## src/pkg/sysref_status_pkg.sv

```systemverilog
// Purpose: Constants for the SYSREF control, input re-validation and status register bank.
// Assumes: One core clock at 100 MHz; 7-bit register addresses with 8-bit data.
// Notes: Offsets, register reset values and single-bit field positions live here; multi-bit fields are sliced in the module.
package sysref_status_pkg;
    localparam int ADDR_W = 7;
    localparam int DATA_W = 8;
    localparam logic [6:0] ADDR_SEL_MODE = 7'h15;
    localparam logic [6:0] ADDR_INPUT_CTRL = 7'h17;
    localparam logic [6:0] ADDR_SR_DIV = 7'h18;
    localparam logic [6:0] ADDR_SR_PWR = 7'h19;
    localparam logic [6:0] ADDR_SR_COUNT = 7'h1A;
    localparam logic [6:0] ADDR_SR_DELAY = 7'h1B;
    localparam logic [6:0] ADDR_SR_MODE = 7'h1C;
    localparam logic [6:0] ADDR_LOCK_CTRL = 7'h1F;
    localparam logic [6:0] ADDR_IE_LOCK = 7'h68;
    localparam logic [6:0] ADDR_REFERENCE_IRQ_EN = 7'h69;
    localparam logic [6:0] ADDR_LS_LOCK = 7'h6C;
    localparam logic [6:0] ADDR_ST_LOCK = 7'h6D;
    localparam logic [6:0] ADDR_REFERENCE_VALID_LATCHED = 7'h6E;
    localparam logic [6:0] ADDR_ST_REF = 7'h6F;
    localparam logic [6:0] ADDR_START = 7'h70;
    localparam logic [7:0] RST_SEL_MODE = 8'h00;
    localparam logic [7:0] RST_INPUT_CTRL = 8'h82;
    localparam logic [7:0] RST_SR_DIV = 8'h00;
    localparam logic [7:0] RST_SR_PWR = 8'h51;
    localparam logic [7:0] RST_SR_COUNT = 8'h02;
    localparam logic [7:0] RST_ZERO = 8'h00;
    localparam logic [7:0] RST_LATCH_LOCK = 8'h3F;
    localparam logic [7:0] RST_LATCH_REF = 8'h03;
    localparam logic [7:0] OSC_KEY = 8'h4B;
    localparam int BIT_REF_LOSS_BLOCK = 6;
    localparam int BIT_PREDIV = 5;
    localparam int BIT_SR_PD = 7;
    localparam int BIT_BIAS = 6;
    localparam int BIT_INSEL = 2;
    localparam int BIT_SRC = 1;
    localparam int BIT_MODE = 0;
    localparam int BIT_BLOCK_LOLV = 7;
    localparam int BIT_START = 7;
    localparam int DIVSEL_W = 2;
    localparam logic [1:0] HOLDOFF_2P15 = 2'h0;
    localparam logic [1:0] HOLDOFF_2P16 = 2'h1;
    localparam int HOLDOFF_W = 17;
    localparam int REVAL_W = 8;
    localparam logic [7:0] REVAL_CNT_0 = 8'h08;
    localparam logic [7:0] REVAL_CNT_1 = 8'h10;
    localparam logic [7:0] REVAL_CNT_2 = 8'h20;
    localparam logic [7:0] REVAL_CNT_3 = 8'h40;
    localparam logic [1:0] PREDIV_LAST = 2'h3;
    localparam int RATIO_W = 15;
    localparam logic [5:0] SYNC_MIN_LEGAL = 6'h02;
    localparam int DELAY_STEP_PS = 543;
    localparam int NUM_INPUTS = 4;
    typedef enum logic [2:0] {
        GEN_IDLE = 3'b001,
        GEN_ARM = 3'b010,
        GEN_RUN = 3'b100
    } gen_state_t;
endpackage

```

## src/sysref_status_control_regs.sv

```systemverilog
// Purpose: SYSREF pulse generator control, input re-validation, hold-off tick and status registers.
// Assumes: Monitor, selection and PLL status inputs are on core_clk; pins pass a 3-stage filter.
// Notes: Register access comes from the serial port front end as address, data and strobes.
`timescale 1ns/1ps
module sysref_status_control_regs
    import sysref_status_pkg::*;
(
    input wire logic core_clk,
    input wire logic rst_b,
    input wire logic clk_en,
    input wire logic [ADDR_W-1:0] reg_addr,
    input wire logic [DATA_W-1:0] reg_wdata,
    input wire logic reg_wr,
    input wire logic reg_rd,
    output logic [DATA_W-1:0] reg_rdata,
    output logic reg_rvalid,
    input wire logic [NUM_INPUTS-1:0] input_los_event,
    input wire logic [NUM_INPUTS-1:0] input_period_valid,
    input wire logic [NUM_INPUTS-1:0] input_edge_missing,
    input wire logic [1:0] selected_input_status,
    input wire logic synth_lol,
    input wire logic osc_loop_lol,
    input wire logic reference_present,
    input wire logic holdover_active,
    input wire logic synth_calibrating,
    input wire logic coincident_edge,
    input wire logic external_sysref_pin,
    input wire logic clk3_sysref_in,
    input wire logic output_bias_request_n,
    input wire logic osc_out_power,
    input wire logic osc_out_style,
    input wire logic [1:0] osc_out_amplitude,
    output logic [NUM_INPUTS-1:0] input_power_down,
    output logic [NUM_INPUTS-1:0] input_los_flag,
    output logic holdoff_tick,
    output logic lock_out,
    output logic irq_out_n,
    output logic sysref_powered,
    output logic sysref_pulse,
    output logic sysref_bias_xpoint,
    output logic sysref_bias_active,
    output logic sysref_phase_align,
    output logic [7:0] sysref_delay_steps,
    output logic [5:0] sysref_sync_code,
    output logic osc_eff_power,
    output logic osc_eff_style,
    output logic [1:0] osc_eff_amplitude
);

    // Software registers.
    logic [7:0] sel_mode_reg;
    logic [7:0] input_ctrl_reg;
    logic [7:0] sr_div_reg;
    logic [7:0] sr_pwr_reg;
    logic [7:0] sr_count_reg;
    logic [7:0] sr_delay_reg;
    logic [7:0] sr_mode_reg;
    logic [7:0] lock_ctrl_reg;
    logic [7:0] ie_lock_reg;
    logic [7:0] reference_irq_en_reg;
    logic [5:0] ls_lock_reg;
    logic [1:0] reference_valid_latched_reg;
    // Write strobes come from one decode so every register sees the same address compare.
    wire wr_sel_mode = reg_wr && (reg_addr == ADDR_SEL_MODE);
    wire wr_input_ctrl = reg_wr && (reg_addr == ADDR_INPUT_CTRL);
    wire wr_sr_div = reg_wr && (reg_addr == ADDR_SR_DIV);
    wire wr_sr_pwr = reg_wr && (reg_addr == ADDR_SR_PWR);
    wire wr_sr_count = reg_wr && (reg_addr == ADDR_SR_COUNT);
    wire wr_sr_delay = reg_wr && (reg_addr == ADDR_SR_DELAY);
    wire wr_sr_mode = reg_wr && (reg_addr == ADDR_SR_MODE);
    wire wr_lock_ctrl = reg_wr && (reg_addr == ADDR_LOCK_CTRL);
    wire wr_ie_lock = reg_wr && (reg_addr == ADDR_IE_LOCK);
    wire wr_reference_irq_en = reg_wr && (reg_addr == ADDR_REFERENCE_IRQ_EN);
    wire wr_ls_lock = reg_wr && (reg_addr == ADDR_LS_LOCK);
    wire wr_reference_valid_latched = reg_wr && (reg_addr == ADDR_REFERENCE_VALID_LATCHED);
    wire wr_start = reg_wr && (reg_addr == ADDR_START);
    // Named fields.
    wire ref_loss_block = sel_mode_reg[BIT_REF_LOSS_BLOCK];
    wire revalidation_prediv = sel_mode_reg[BIT_PREDIV];
    wire [1:0] holdoff_ref_divider = input_ctrl_reg[7:6];
    wire [1:0] revalidation_count = input_ctrl_reg[1:0];
    wire sysref_power_down = sr_pwr_reg[BIT_SR_PD];
    wire sysref_bias_type = sr_pwr_reg[BIT_BIAS];
    wire [5:0] sync_code = sr_pwr_reg[5:0];
    wire sysref_input_sel = sr_mode_reg[BIT_INSEL];
    wire sysref_source_sel = sr_mode_reg[BIT_SRC];
    wire sysref_pulse_mode = sr_mode_reg[BIT_MODE];
    wire block_osc_lock = lock_ctrl_reg[BIT_BLOCK_LOLV];
    wire [7:0] osc_out_mod_key = {sr_mode_reg[7:4], lock_ctrl_reg[3:0]};
    // Plain control registers; the key halves and mode bits share their bytes with other fields.
    always_ff @(posedge core_clk or negedge rst_b) begin
        if (!rst_b) begin
            sel_mode_reg <= RST_SEL_MODE;
            input_ctrl_reg <= RST_INPUT_CTRL;
            sr_div_reg <= RST_SR_DIV;
            sr_count_reg <= RST_SR_COUNT;
            sr_delay_reg <= RST_ZERO;
            sr_mode_reg <= RST_ZERO;
            lock_ctrl_reg <= RST_ZERO;
            ie_lock_reg <= RST_ZERO;
            reference_irq_en_reg <= RST_ZERO;
        end else if (clk_en) begin
            if (wr_sel_mode) sel_mode_reg <= {1'b0, reg_wdata[6:0]};
            if (wr_input_ctrl) input_ctrl_reg <= reg_wdata;
            if (wr_sr_div) sr_div_reg <= reg_wdata;
            if (wr_sr_count) sr_count_reg <= reg_wdata;
            if (wr_sr_delay) sr_delay_reg <= reg_wdata;
            if (wr_sr_mode) sr_mode_reg <= {reg_wdata[7:4], 1'b0, reg_wdata[2:0]};
            if (wr_lock_ctrl) lock_ctrl_reg <= reg_wdata;
            if (wr_ie_lock) ie_lock_reg <= {2'b00, reg_wdata[5:0]};
            if (wr_reference_irq_en) reference_irq_en_reg <= {6'b000000, reg_wdata[1:0]};
        end
    end

    // Start is honoured only with internal generation selected.
    // start gating
    wire start_req = wr_start && reg_wdata[BIT_START] && !sysref_source_sel;
    // Power byte: a start clears the power-down bit because it powers the SYSREF circuitry up.
    always_ff @(posedge core_clk or negedge rst_b) begin
        if (!rst_b) begin
            sr_pwr_reg <= RST_SR_PWR;
        end else if (clk_en) begin
            if (wr_sr_pwr) begin
                sr_pwr_reg <= reg_wdata;
            end else if (start_req) begin
                sr_pwr_reg[BIT_SR_PD] <= 1'b0;
            end
        end
    end

    // Pin inputs: three stages, a change is taken once stages two and three agree.
    logic [2:0] ext_sync;
    logic [2:0] clk3_sync;
    logic [2:0] bias_sync;
    logic ext_filt;
    logic clk3_filt;
    logic bias_req_n_filt;
    always_ff @(posedge core_clk or negedge rst_b) begin
        if (!rst_b) begin
            ext_sync <= 3'h0;
            clk3_sync <= 3'h0;
            bias_sync <= 3'h7;
            ext_filt <= 1'b0;
            clk3_filt <= 1'b0;
            bias_req_n_filt <= 1'b1;
        end else if (clk_en) begin
            ext_sync <= {ext_sync[1:0], external_sysref_pin};
            clk3_sync <= {clk3_sync[1:0], clk3_sysref_in};
            bias_sync <= {bias_sync[1:0], output_bias_request_n};
            if (ext_sync[1] == ext_sync[2]) ext_filt <= ext_sync[2];
            if (clk3_sync[1] == clk3_sync[2]) clk3_filt <= clk3_sync[2];
            if (bias_sync[1] == bias_sync[2]) bias_req_n_filt <= bias_sync[2];
        end
    end

    wire ext_trig_level = sysref_input_sel ? clk3_filt : ext_filt;
    logic ext_trig_d;
    always_ff @(posedge core_clk or negedge rst_b) begin
        if (!rst_b) begin
            ext_trig_d <= 1'b0;
        end else if (clk_en) begin
            ext_trig_d <= ext_trig_level;
        end
    end
    wire ext_start = sysref_source_sel && ext_trig_level && !ext_trig_d;

    // Hold-off reference divider; code 11 is undefined and treated as the longest division.
    logic [HOLDOFF_W-1:0] holdoff_cnt;
    wire holdoff_wrap = (holdoff_ref_divider == HOLDOFF_2P15) ? (&holdoff_cnt[HOLDOFF_W-3:0]) :
                        (holdoff_ref_divider == HOLDOFF_2P16) ? (&holdoff_cnt[HOLDOFF_W-2:0]) :
                        (&holdoff_cnt);
    always_ff @(posedge core_clk or negedge rst_b) begin
        if (!rst_b) begin
            holdoff_cnt <= '0;
            holdoff_tick <= 1'b0;
        end else if (clk_en) begin
            holdoff_cnt <= holdoff_wrap ? '0 : holdoff_cnt + 1'b1;
            holdoff_tick <= holdoff_wrap;
        end
    end

    // Re-validation count selected by the two-bit field.
    wire [REVAL_W-1:0] reval_load = (revalidation_count == 2'h0) ? REVAL_CNT_0 :
                                    (revalidation_count == 2'h1) ? REVAL_CNT_1 :
                                    (revalidation_count == 2'h2) ? REVAL_CNT_2 : REVAL_CNT_3;

    // One re-validation engine per clock input; a powered-down input sees no monitor events.
    genvar gi;
    generate
        for (gi = 0; gi < NUM_INPUTS; gi++) begin : g_reval
            logic [REVAL_W-1:0] reval_cnt;
            logic [1:0] prediv_cnt;
            wire enabled = !input_power_down[gi];
            wire period_tick = enabled && input_period_valid[gi] &&
                               (!revalidation_prediv || (prediv_cnt == PREDIV_LAST));
            always_ff @(posedge core_clk or negedge rst_b) begin
                if (!rst_b) begin
                    reval_cnt <= '0;
                    prediv_cnt <= 2'h0;
                    input_los_flag[gi] <= 1'b0;
                end else if (clk_en) begin
                    if (enabled && input_period_valid[gi]) prediv_cnt <= prediv_cnt + 2'h1;
                    if (enabled && (input_los_event[gi] || (input_los_flag[gi] && input_edge_missing[gi]))) begin
                        input_los_flag[gi] <= 1'b1;
                        reval_cnt <= reval_load;
                        prediv_cnt <= 2'h0;
                    end else if (input_los_flag[gi] && period_tick) begin
                        reval_cnt <= reval_cnt - 1'b1;
                        if (reval_cnt <= 8'h01) input_los_flag[gi] <= 1'b0;
                    end
                end
            end
        end
    endgenerate

    assign input_power_down = input_ctrl_reg[5:2];
    // Live status. Reference inactivity counts as loop unlock unless blocked.
    // blockable reference loss
    wire osc_loop_loss = osc_loop_lol || (!ref_loss_block && !reference_present);
    wire synth_lock_live_n = !synth_lol;
    wire osc_loop_lock_live_n = !osc_loop_loss;
    wire [3:0] input_ok_live = ~input_los_flag;
    wire [7:0] st_lock_byte = {selected_input_status, synth_lock_live_n, osc_loop_lock_live_n, input_ok_live};
    wire [7:0] st_ref_byte = {5'b00000, synth_calibrating, reference_present, !holdover_active};

    // Lock pin; a loop unlock may be kept off it, and so may reference loss when blocked.
    // lock pin blocking
    wire lock_next = !synth_lol && (block_osc_lock || !osc_loop_lol) && (ref_loss_block || reference_present);

    // Latched flags: a low live bit pulls the latch to 0; a write of 1 returns it to 1.
    // The event wins a clash with the clear so that no loss can slip past unseen.
    wire [5:0] lock_events = ~st_lock_byte[5:0];
    wire [1:0] ref_events = {!reference_present, holdover_active};
    wire [5:0] lock_clear = wr_ls_lock ? reg_wdata[5:0] : 6'h00;
    wire [1:0] ref_clear = wr_reference_valid_latched ? reg_wdata[1:0] : 2'h0;
    always_ff @(posedge core_clk or negedge rst_b) begin
        if (!rst_b) begin
            ls_lock_reg <= RST_LATCH_LOCK[5:0];
            reference_valid_latched_reg <= RST_LATCH_REF[1:0];
        end else if (clk_en) begin
            ls_lock_reg <= (ls_lock_reg | lock_clear) & ~lock_events;
            reference_valid_latched_reg <= (reference_valid_latched_reg | ref_clear) & ~ref_events;
        end
    end
    wire irq_pending = |(~ls_lock_reg & ie_lock_reg[5:0]) || |(~reference_valid_latched_reg & reference_irq_en_reg[1:0]);

    // Status outputs are registered so the pins never glitch on decode.
    always_ff @(posedge core_clk or negedge rst_b) begin
        if (!rst_b) begin
            lock_out <= 1'b0;
            irq_out_n <= 1'b1;
        end else if (clk_en) begin
            lock_out <= lock_next;
            irq_out_n <= !irq_pending;
        end
    end

    // SYSREF divide ratio: two times the five stage factors.
    // stage product
    wire [4:0] f_76 = 5'h02 << sr_div_reg[7:6];
    wire [2:0] f_54 = {1'b0, sr_div_reg[5:4]} + 3'h2;
    wire [2:0] f_3 = sr_div_reg[3] ? 3'h4 : 3'h2;
    wire [2:0] f_2 = sr_div_reg[2] ? 3'h4 : 3'h2;
    wire [2:0] f_10 = {1'b0, sr_div_reg[1:0]} + 3'h2;
    wire [RATIO_W-1:0] sr_ratio = RATIO_W'(2 * f_76 * f_54 * f_3 * f_2 * f_10);

    // Release codes below the first legal one never free a pulse.
    // coincident release
    wire release_ok = coincident_edge && (sync_code >= SYNC_MIN_LEGAL);

    gen_state_t gen_state_reg;
    gen_state_t gen_state_next;
    logic [RATIO_W-1:0] period_cnt;
    logic [7:0] remaining_reg;
    wire period_start = (gen_state_reg == GEN_RUN) && (period_cnt == '0);
    wire last_pulse = period_start && !sysref_pulse_mode && (remaining_reg <= 8'h01);
    wire trigger = start_req || ext_start;

    // Generator state: armed by a trigger, running from a coincident edge, stopped by power-down.
    always_comb begin
        gen_state_next = gen_state_reg;
        unique case (gen_state_reg)
            GEN_IDLE: begin
                if (trigger && (sysref_pulse_mode || (sr_count_reg != 8'h00))) gen_state_next = GEN_ARM;
            end
            GEN_ARM: begin
                if (release_ok) gen_state_next = GEN_RUN;
            end
            GEN_RUN: begin
                if (last_pulse) gen_state_next = GEN_IDLE;
            end
        endcase
        if (sysref_power_down && !start_req) gen_state_next = GEN_IDLE;
    end

    always_ff @(posedge core_clk or negedge rst_b) begin
        if (!rst_b) begin
            gen_state_reg <= GEN_IDLE;
            period_cnt <= '0;
            remaining_reg <= 8'h00;
            sysref_pulse <= 1'b0;
        end else if (clk_en) begin
            gen_state_reg <= gen_state_next;
            sysref_pulse <= period_start;
            if (gen_state_reg != GEN_RUN) begin
                period_cnt <= '0;
                remaining_reg <= sr_count_reg;
            end else begin
                period_cnt <= (period_cnt == sr_ratio - 1'b1) ? '0 : period_cnt + 1'b1;
                if (period_start) remaining_reg <= remaining_reg - 8'h01;
            end
        end
    end

    // Start aligns the reference outputs and takes the delay into the path.
    always_ff @(posedge core_clk or negedge rst_b) begin
        if (!rst_b) begin
            sysref_phase_align <= 1'b0;
            sysref_delay_steps <= RST_ZERO;
            sysref_powered <= 1'b0;
            sysref_sync_code <= RST_SR_PWR[5:0];
            sysref_bias_xpoint <= 1'b1;
            sysref_bias_active <= 1'b0;
        end else if (clk_en) begin
            sysref_phase_align <= start_req;
            if (start_req) sysref_delay_steps <= sr_delay_reg;
            sysref_powered <= !sysref_power_down || start_req;
            sysref_sync_code <= sync_code;
            sysref_bias_xpoint <= sysref_bias_type;
            sysref_bias_active <= !bias_req_n_filt || (gen_state_reg != GEN_IDLE);
        end
    end
    // Oscillator output falls back to its startup form unless the key is in place.
    // key check
    wire key_ok = (osc_out_mod_key == OSC_KEY);
    always_ff @(posedge core_clk or negedge rst_b) begin
        if (!rst_b) begin
            osc_eff_power <= 1'b1;
            osc_eff_style <= 1'b1;
            osc_eff_amplitude <= 2'h3;
        end else if (clk_en) begin
            osc_eff_power <= key_ok ? osc_out_power : 1'b1;
            osc_eff_style <= key_ok ? osc_out_style : 1'b1;
            osc_eff_amplitude <= key_ok ? osc_out_amplitude : 2'h3;
        end
    end
    // Read mux; unmapped addresses and the start register read as zero.
    logic [7:0] rd_mux;
    always_comb begin
        unique case (reg_addr)
            ADDR_SEL_MODE: rd_mux = sel_mode_reg;
            ADDR_INPUT_CTRL: rd_mux = input_ctrl_reg;
            ADDR_SR_DIV: rd_mux = sr_div_reg;
            ADDR_SR_PWR: rd_mux = sr_pwr_reg;
            ADDR_SR_COUNT: rd_mux = sr_count_reg;
            ADDR_SR_DELAY: rd_mux = sr_delay_reg;
            ADDR_SR_MODE: rd_mux = sr_mode_reg;
            ADDR_LOCK_CTRL: rd_mux = lock_ctrl_reg;
            ADDR_IE_LOCK: rd_mux = ie_lock_reg;
            ADDR_REFERENCE_IRQ_EN: rd_mux = reference_irq_en_reg;
            ADDR_LS_LOCK: rd_mux = {2'b00, ls_lock_reg};
            ADDR_ST_LOCK: rd_mux = st_lock_byte;
            ADDR_REFERENCE_VALID_LATCHED: rd_mux = {6'b000000, reference_valid_latched_reg};
            ADDR_ST_REF: rd_mux = st_ref_byte;
            default: rd_mux = 8'h00;
        endcase
    end

    always_ff @(posedge core_clk or negedge rst_b) begin
        if (!rst_b) begin
            reg_rdata <= 8'h00;
            reg_rvalid <= 1'b0;
        end else if (clk_en) begin
            reg_rvalid <= reg_rd;
            if (reg_rd) reg_rdata <= rd_mux;
        end
    end

endmodule

```

## config.mk

```make
export PLATFORM = sky130hd
export DESIGN_NAME = sysref_status_control_regs
export DESIGN_NICKNAME = d
export VERILOG_FILES = /design/src/pkg/sysref_status_pkg.sv /design/src/sysref_status_control_regs.sv
export SDC_FILE = /design/constraint.sdc
export NUM_CORES = 1
export LEC_CHECK = 0
export ABC_CLOCK_PERIOD_IN_PS = 7850
export BUFFER_PORTS_ARGS = -buffer_cell sky130_fd_sc_hd__buf_2
export CAP_MARGIN = 10
export CORE_AREA = 4 4 151 153
export CTS_BUF_LIST = sky130_fd_sc_hd__clkbuf_8
export DETAILED_ROUTE_END_ITERATION = 10
export DIE_AREA = 0 0 155 157
export PLACE_DENSITY = 0.8
export SETUP_SLACK_MARGIN = 0.3
export SYNTH_ARGS = -nofsm -noshare
export SYNTH_HDL_FRONTEND = slang
export SYNTH_SLANG_ARGS = --single-unit
```

## constraint.sdc

```tcl
create_clock -name core_clk -period 7.85 [get_ports core_clk]
set_input_delay 1.57 -clock core_clk [delete_from_list [all_inputs] [get_ports core_clk]]
set_output_delay 1.57 -clock core_clk [all_outputs]
set_load 0.01 [all_outputs]
```

## Word-level counts from Yosys, hierarchy flattened

Index checks and enable logic that the tools add are counted.

| cells by class | value |
|---|---|
| equality and inequality tests | 35 |
| add/subtract/negate cells | 14 |
| shifts and indexed selects | 1 |
| $lt $le $gt $ge | 6 |
| multiplexer cells | 54 |
| bitwise logic cells | 12 |
| reductions and logical operators | 133 |
| multipliers | 4 |

Operators with widths:

| kind | number |
|---|---|
| 8-bit one-hot mux with 14 select lines | 1 |
| 8-bit two-way mux | 10 |
| 7-bit by 5-bit == test with 1-bit output (second input constant) | 8 |
| 2-bit AND reduction | 25 |
| 7-bit == test (second input constant) | 7 |
| 1-bit logical AND | 46 |
| 8-bit by 1-bit <= comparator with 1-bit output (second input constant) | 5 |
| 8-bit by 1-bit subtractor with 8-bit output (second input constant) | 5 |
| 15-bit two-way mux | 2 |
| 2-bit nonzero test | 14 |
| 7-bit two-way mux | 3 |
| 2-bit two-way mux | 10 |
| 1-bit two-way mux | 19 |
| 1-bit zero test | 18 |
| 3-bit two-way mux | 6 |
| 6-bit NOT | 3 |
| 17-bit by 1-bit adder with 17-bit output (second input constant) | 1 |
| 17-bit two-way mux | 1 |
| 17-bit AND reduction | 1 |
| 1-bit logical OR | 16 |
| 16-bit AND reduction | 1 |
| 15-bit by 1-bit adder with 15-bit output (second input constant) | 1 |
| 15-bit == test | 1 |
| 15-bit zero test | 1 |
| other kinds (34) | 54 |

| storage, ports and cells | value |
|---|---|
| input port bits | 47 |
| register bits | 213 |
| word-level logic and storage cells | 310 |
| output and inout port bits | 43 |

## Longest topological paths before layout

| depth | value |
|---|---|
| word-level depth | 9 |
| depth in mapped cells | 33 |
| depth with buffers taken out | 31 |

## Worst setup path after synthesis

No wires, ideal clock.

| timing path | value |
|---|---|
| path type | register -> register |
| start point | register sr_div_reg[6] |
| end point | register period_cnt[10] |
| data required time | 7.721 ns |
| clock period less this slack | 6.674 ns |
| slack | 1.176 ns |
| stages on the path, launching flop included | 28 |
| arrival time | 6.545 ns |
| path buffers | 2 |
| path through | dfrtp_1 clkbuf_1 xnor2_1 nor2_1 ha_1 ha_1 fa_1 inv_1 o21ai_0 inv_1 fa_1 nor2_1 a21o_1 inv_1 fa_1 nor2b_1 fa_1 fa_1 or4b_1 a211o_1 a2bb2o_4 xnor2_1 nand2_1 mux2i_1 nand4_1 buf_2 o2111ai_1 nand3_1 |

| between the ends | value |
|---|---|
| cells in the longest elaborated chain, start to end | 9 |

RTL lines:

| item | RTL line | RTL |
|---|---|---|
| from (decl) | sysref_status_control_regs.sv:53 | `logic [7:0] sr_div_reg;` |
| from (signal assigned) | sysref_status_control_regs.sv:105 | `if (wr_sr_div) sr_div_reg <= reg_wdata;` |
| 2-bit by 2-bit << shifter with 5-bit output | sysref_status_control_regs.sv:260 | `wire [4:0] f_76 = 5'h02 << sr_div_reg[7:6];` |
| 5-bit by 3-bit multiplier with 8-bit output | sysref_status_control_regs.sv:265 | `wire [RATIO_W-1:0] sr_ratio = RATIO_W'(2 * f_76 * f_54 * f_3 * f_2 * f_10);` |
| 8-bit by 3-bit multiplier with 11-bit output | sysref_status_control_regs.sv:265 |  |
| 11-bit by 3-bit multiplier with 14-bit output | sysref_status_control_regs.sv:265 |  |
| 14-bit by 3-bit multiplier with 14-bit output | sysref_status_control_regs.sv:265 |  |
| 15-bit by 1-bit subtractor with 15-bit output | sysref_status_control_regs.sv:309 | `period_cnt <= (period_cnt == sr_ratio - 1'b1) ? '0 : period_cnt + 1'b1;` |
| 15-bit == test | sysref_status_control_regs.sv:309 |  |
| 15-bit two-way mux | sysref_status_control_regs.sv:309 |  |
| 15-bit two-way mux | sysref_status_control_regs.sv:305 | `if (gen_state_reg != GEN_RUN) begin` |
| to (signal assigned) | sysref_status_control_regs.sv:309 |  |
| to (decl) | sysref_status_control_regs.sv:273 | `logic [RATIO_W-1:0] period_cnt;` |

Every way passes these cells.
A chain may end at the register's enable or synchronous reset.

## Worst setup path after layout

| timing path | value |
|---|---|
| start point | register sr_div_reg[6] |
| end point | register period_cnt[4] |

Same word-level chain as after synthesis.

==> run_summary.xml <==
<?xml version="1.0" encoding="UTF-8"?>
<metrics>
  <group name="detailed_routing">
    <metric name="route.vias.total" unit="">10426</metric>
    <metric name="postRouteAntennaNets" unit="">0</metric>
    <metric name="drcViolationCount" unit="">0</metric>
    <metric name="post_drt_wl_per_cell" unit="µm">17.8</metric>
    <metric name="drt-vias-per-instance" unit="">6.09</metric>
    <metric name="detailedRoute.firstPassIterationCount" unit="">6</metric>
    <metric name="detail_route.iter0.violations" unit="">628</metric>
    <metric name="drt-total-wl" unit="mm">30.5</metric>
  </group>
  <group name="setup_path">
    <metric name="timing.reg2reg.setup_slack" unit="ns">0.77</metric>
    <metric name="endpoint_kind" unit="">flip-flop</metric>
    <metric name="timing.critical_path.max_delay_family" unit="">adder cells</metric>
    <metric name="criticalPathCategory" unit="">reg2reg</metric>
    <metric name="critical_path.n_buffers_inverters" unit="">4</metric>
    <metric name="cp_common_cell" unit="">sky130_fd_sc_hd__fa_1</metric>
    <metric name="slowest_delay" unit="ns">0.59</metric>
    <metric name="timing.critical_path.required" unit="ns">8.27</metric>
    <metric name="critical_path_peak_fanout" unit="">17</metric>
    <metric name="critical-path-slowest-cell" unit="">sky130_fd_sc_hd__fa_1</metric>
    <metric name="worst-endpoint-arrival" unit="ns">7.50</metric>
    <metric name="startpoint_type" unit="">flip-flop</metric>
  </group>
  <group name="power_and_ir_drop">
    <metric name="power.leakage" unit="nW">6.52</metric>
    <metric name="power.share.clock" unit="%">32.7</metric>
    <metric name="seq_power_share" unit="%">45.2</metric>
    <metric name="power.density_cell_area" unit="nW/µm²">209</metric>
    <metric name="vdd_ir_drop_max" unit="mV">0.184</metric>
    <metric name="p_int" unit="mW">1.99</metric>
    <metric name="switching_power" unit="mW">0.944</metric>
    <metric name="power_frac_comb" unit="%">22.0</metric>
    <metric name="power.switching_fraction" unit="%">32.2</metric>
  </group>
  <group name="floorplan">
    <metric name="die_width" unit="µm">155</metric>
    <metric name="io_pins" unit="">90</metric>
    <metric name="core_area" unit="µm²">21600</metric>
    <metric name="dieArea" unit="µm²">24300</metric>
    <metric name="die_height" unit="µm">157</metric>
    <metric name="floorplan.initialDensity" unit="%">58.7</metric>
    <metric name="std_cell_rows" unit="">54</metric>
  </group>
  <group name="cts">
    <metric name="clock-root-buffer" unit="">sky130_fd_sc_hd__clkbuf_8</metric>
    <metric name="cts_sinks" unit="">213</metric>
    <metric name="clk_pin_slew_worst_setup_hold_paths" unit="ns">0.06</metric>
    <metric name="cts_buffers" unit="">37</metric>
    <metric name="clock_tree_from_tritoncts" unit="">built</metric>
    <metric name="clock_path_buffers" unit="">3</metric>
    <metric name="cts.htree.levels" unit="">2</metric>
    <metric name="clk_latency" unit="ns">0.55</metric>
    <metric name="cts_hold_repair.buffers" unit="">0</metric>
  </group>
  <group name="placement">
    <metric name="globalplace.congestion" unit="">0.919</metric>
    <metric name="dp_cells" unit="">1643</metric>
    <metric name="io_buffer_count" unit="">89</metric>
    <metric name="dp_hpwl" unit="mm">21.8</metric>
  </group>
  <group name="synth">
    <metric name="post-synth-top-area-cell" unit="">sky130_fd_sc_hd__dfrtp_1</metric>
    <metric name="yosys.cell_types.count" unit="">80</metric>
    <metric name="ys_ff_latch" unit="">213</metric>
    <metric name="number_of_flops_mapped_to_enable_cells_by_yosys" unit="">0</metric>
    <metric name="top_ff_cell_synth" unit="">sky130_fd_sc_hd__dfrtp_1</metric>
    <metric name="synth-async-reset-ratio" unit="%">100</metric>
    <metric name="synth_area" unit="µm²">12700</metric>
    <metric name="cell_count_after_synthesis" unit="">1319</metric>
    <metric name="synth_area_leaders" unit="">sky130_fd_sc_hd__dfrtp_1, sky130_fd_sc_hd__mux2_2, sky130_fd_sc_hd__dfstp_2</metric>
    <metric name="synthesis.yosys.warnings" unit="">0</metric>
    <metric name="syn_area_per_cell" unit="µm²">9.60</metric>
    <metric name="synth.top_cell.area_share" unit="%">36.8</metric>
    <metric name="synth-seq-area-share" unit="%">42.4</metric>
  </group>
  <group name="run">
    <metric name="max_cap_viol_count" unit="">0</metric>
  </group>
  <group name="final_layout">
    <metric name="final-seq-area" unit="µm²">5360</metric>
    <metric name="fill_cells" unit="">1704</metric>
    <metric name="layout_top_registers" unit="">g_reval.reval_cnt x32, holdoff_cnt x17, period_cnt x15</metric>
    <metric name="fin_cells" unit="">1711</metric>
    <metric name="largest_register_ff_count" unit="">32</metric>
    <metric name="area_of_the_multi_input_gates" unit="µm²">6850</metric>
    <metric name="final_net_count" unit="">1512</metric>
    <metric name="area_growth_syn_to_layout" unit="%">10.6</metric>
    <metric name="drive_above_1_share" unit="%">19.1</metric>
    <metric name="regMostFlops" unit="">g_reval.reval_cnt</metric>
    <metric name="ant_cells" unit="">0</metric>
  </group>
  <group name="global_routing">
    <metric name="grt_max_degree" unit="">100</metric>
    <metric name="grt_antenna_before_repair" unit="">0</metric>
    <metric name="grt_pass1_vias" unit="">10250</metric>
    <metric name="grt_pass1_wl" unit="mm">50.7</metric>
    <metric name="grt_remaining_overflow" unit="">0</metric>
    <metric name="gr-usage-all-layers" unit="%">25.2</metric>
  </group>
  <group name="worst_hold_path">
    <metric name="timing.hold.worst.class" unit="">reg2reg</metric>
  </group>
  <group name="timing">
    <metric name="maxClockFrequency" unit="GHz">0.141</metric>
    <metric name="max_slew_margin" unit="%">30.6</metric>
    <metric name="pins_over_slew_limit" unit="">0</metric>
    <metric name="tightest_slew" unit="ns">1.03</metric>
    <metric name="setup-violations-final" unit="">0</metric>
    <metric name="rsz0062_at_grt" unit="">no</metric>
    <metric name="fin_worst_skew" unit="ns">0.0301</metric>
    <metric name="timing.setup.tns" unit="ns">0</metric>
    <metric name="hold_violations" unit="">0</metric>
    <metric name="post-route-min-period" unit="ns">7.08</metric>
    <metric name="min_period_over_period" unit="%">90.2</metric>
  </group>
  <group name="status">
    <metric name="run_status" unit="">complete, no violations</metric>
  </group>
</metrics>
==> cell usage in the layout (no fill, tap or decap), types with 9 or more instances in the layout <==
cell                        instances
sky130_fd_sc_hd__a21o_1            15
sky130_fd_sc_hd__a21oi_1           80
sky130_fd_sc_hd__a221oi_1          13
sky130_fd_sc_hd__a22o_1            10
sky130_fd_sc_hd__a22oi_1           15
sky130_fd_sc_hd__a31oi_1           20
sky130_fd_sc_hd__and2_1            23
sky130_fd_sc_hd__and3_1            12
sky130_fd_sc_hd__buf_2             87
sky130_fd_sc_hd__clkbuf_8          43
sky130_fd_sc_hd__conb_1            17
sky130_fd_sc_hd__dfrtp_1          186
sky130_fd_sc_hd__dfstp_2           27
sky130_fd_sc_hd__fa_1               9
sky130_fd_sc_hd__ha_1              52
sky130_fd_sc_hd__inv_1             77
sky130_fd_sc_hd__mux2_2            84
sky130_fd_sc_hd__mux2i_1           15
sky130_fd_sc_hd__nand2_1          109
sky130_fd_sc_hd__nand2b_1          20
sky130_fd_sc_hd__nand3_1           33
sky130_fd_sc_hd__nor2_1           108
sky130_fd_sc_hd__nor2b_1           20
sky130_fd_sc_hd__nor3_1            19
sky130_fd_sc_hd__nor4_1            14
sky130_fd_sc_hd__o2111ai_1         12
sky130_fd_sc_hd__o21ai_0           99
sky130_fd_sc_hd__o22a_1             9
sky130_fd_sc_hd__o22ai_1            9
sky130_fd_sc_hd__or2_2             10
sky130_fd_sc_hd__xnor2_1           33
sky130_fd_sc_hd__xor2_1            16
==> cell usage after synthesis, types with 8 or more instances <==
| cell | instances |
|---|---|
| sky130_fd_sc_hd__fa_1 | 9 |
| sky130_fd_sc_hd__a221oi_1 | 13 |
| sky130_fd_sc_hd__nand3_1 | 33 |
| sky130_fd_sc_hd__o22a_1 | 9 |
| sky130_fd_sc_hd__or2_2 | 10 |
| sky130_fd_sc_hd__mux2_2 | 84 |
| sky130_fd_sc_hd__nand2_1 | 109 |
| sky130_fd_sc_hd__o22ai_1 | 9 |
| sky130_fd_sc_hd__nand2b_1 | 20 |
| sky130_fd_sc_hd__o21ai_0 | 100 |
| sky130_fd_sc_hd__and2_1 | 23 |
| sky130_fd_sc_hd__xnor2_1 | 33 |
| sky130_fd_sc_hd__a31oi_1 | 20 |
| sky130_fd_sc_hd__a21oi_1 | 80 |
| sky130_fd_sc_hd__nand3b_1 | 8 |
| sky130_fd_sc_hd__ha_1 | 52 |
| sky130_fd_sc_hd__nor2_1 | 108 |
| sky130_fd_sc_hd__o31ai_1 | 8 |
| sky130_fd_sc_hd__mux2i_1 | 15 |
| sky130_fd_sc_hd__clkbuf_1 | 46 |
| sky130_fd_sc_hd__nor4_1 | 14 |
| sky130_fd_sc_hd__a22oi_1 | 15 |
| sky130_fd_sc_hd__dfrtp_1 | 186 |
| sky130_fd_sc_hd__a22o_1 | 10 |
| sky130_fd_sc_hd__inv_1 | 58 |
| sky130_fd_sc_hd__a21o_1 | 15 |
| sky130_fd_sc_hd__o21a_1 | 8 |
| sky130_fd_sc_hd__dfstp_2 | 27 |
| sky130_fd_sc_hd__xor2_1 | 16 |
| sky130_fd_sc_hd__and3_1 | 12 |
| sky130_fd_sc_hd__nor3_1 | 19 |
| sky130_fd_sc_hd__nand4_1 | 8 |
| sky130_fd_sc_hd__o2111ai_1 | 12 |
| sky130_fd_sc_hd__nor2b_1 | 20 |
==> layout make-up <==
class | instances | share of cell area [%]
clock buffers | 43 | 4.23
clock inverters | 23 | 0.724
inverters | 60 | 1.61
multi-input cells | 997 | 48.9
flip-flops and latches | 213 | 38.3
well taps | 280 | 2.50
repair buffers | 95 | 3.68
==> path summary, 6_finish.rpt <==
path	from	end	depth (start not counted)
worst max-delay path	sr_div_reg[6]	period_cnt[4]	26
worst min-delay path	holdoff_tick	holdoff_tick	1
worst max register to register	sr_div_reg[6]	period_cnt[4]	26
worst min register to register	holdoff_tick	holdoff_tick	1
max in group asynchronous	rst_b	input_ctrl_reg[5]	2
min in group asynchronous	rst_b	period_cnt[13]	1
==> kinds of logic after synthesis <==
kind of cell / Yosys count / share of synthesized area [%]
mux: 100 / 8.84
xor+xnor: 51 / 3.70
fa+ha+maj: 61 / 6.56
buf+inv: 124 / 3.93
simple gates: 416 / 16.4
other cells: 2 / 0.0593
compound gates: 352 / 18.1
flops: 213 / 42.4
==> per-layer routing <==
| layer | global-route usage, % | vias to the layer above | wire, µm |
|---|---|---|---|
| met4 | 9.71 | 0 | 1080 |
| met2 | 41.6 | 351 | 14600 |
| met1 | 33.1 | 5067 | 12900 |
| li1 | - | 4930 | - |
| met3 | 5.00 | 78 | 1940 |
| met5 | 0 | - | 0 |
==> repair_timing <==
item                       in CTS  in global routing
hold endpoints to repair        0                  0
gates resized for setup         0                  1
setup endpoints to repair       0                 14
setup buffers                   0                  2
==> metrics by stage <==
step / power (mW) / area, µm² / hold WS, ns / util, % / worst slack (ns)
after floorplan: 1.80 / 12700 / 0.457 / - / 1.18
after global placement: 1.95 / 13300 / 0.453 / 61.6 / 0.843
after detailed placement: 1.98 / 13300 / 0.460 / 61.6 / 0.557
after CTS: 2.94 / 14000 / 0.473 / 64.8 / 0.513
after global routing: 3.10 / 14000 / 0.477 / 64.9 / 0.327
final: 2.93 / 14000 / 0.469 / 64.9 / 0.770
==> power by group through the flow <==
stage | clock network [mW] | logic, mW | registers, mW
floorplan | 0 | 0.497 | 1.30
global placement | 0 | 0.614 | 1.34
detailed placement | 0 | 0.636 | 1.34
CTS | 0.976 | 0.640 | 1.32
global route | 1.03 | 0.737 | 1.34
finish | 0.960 | 0.646 | 1.33
(Power assumes the default switching activity.)
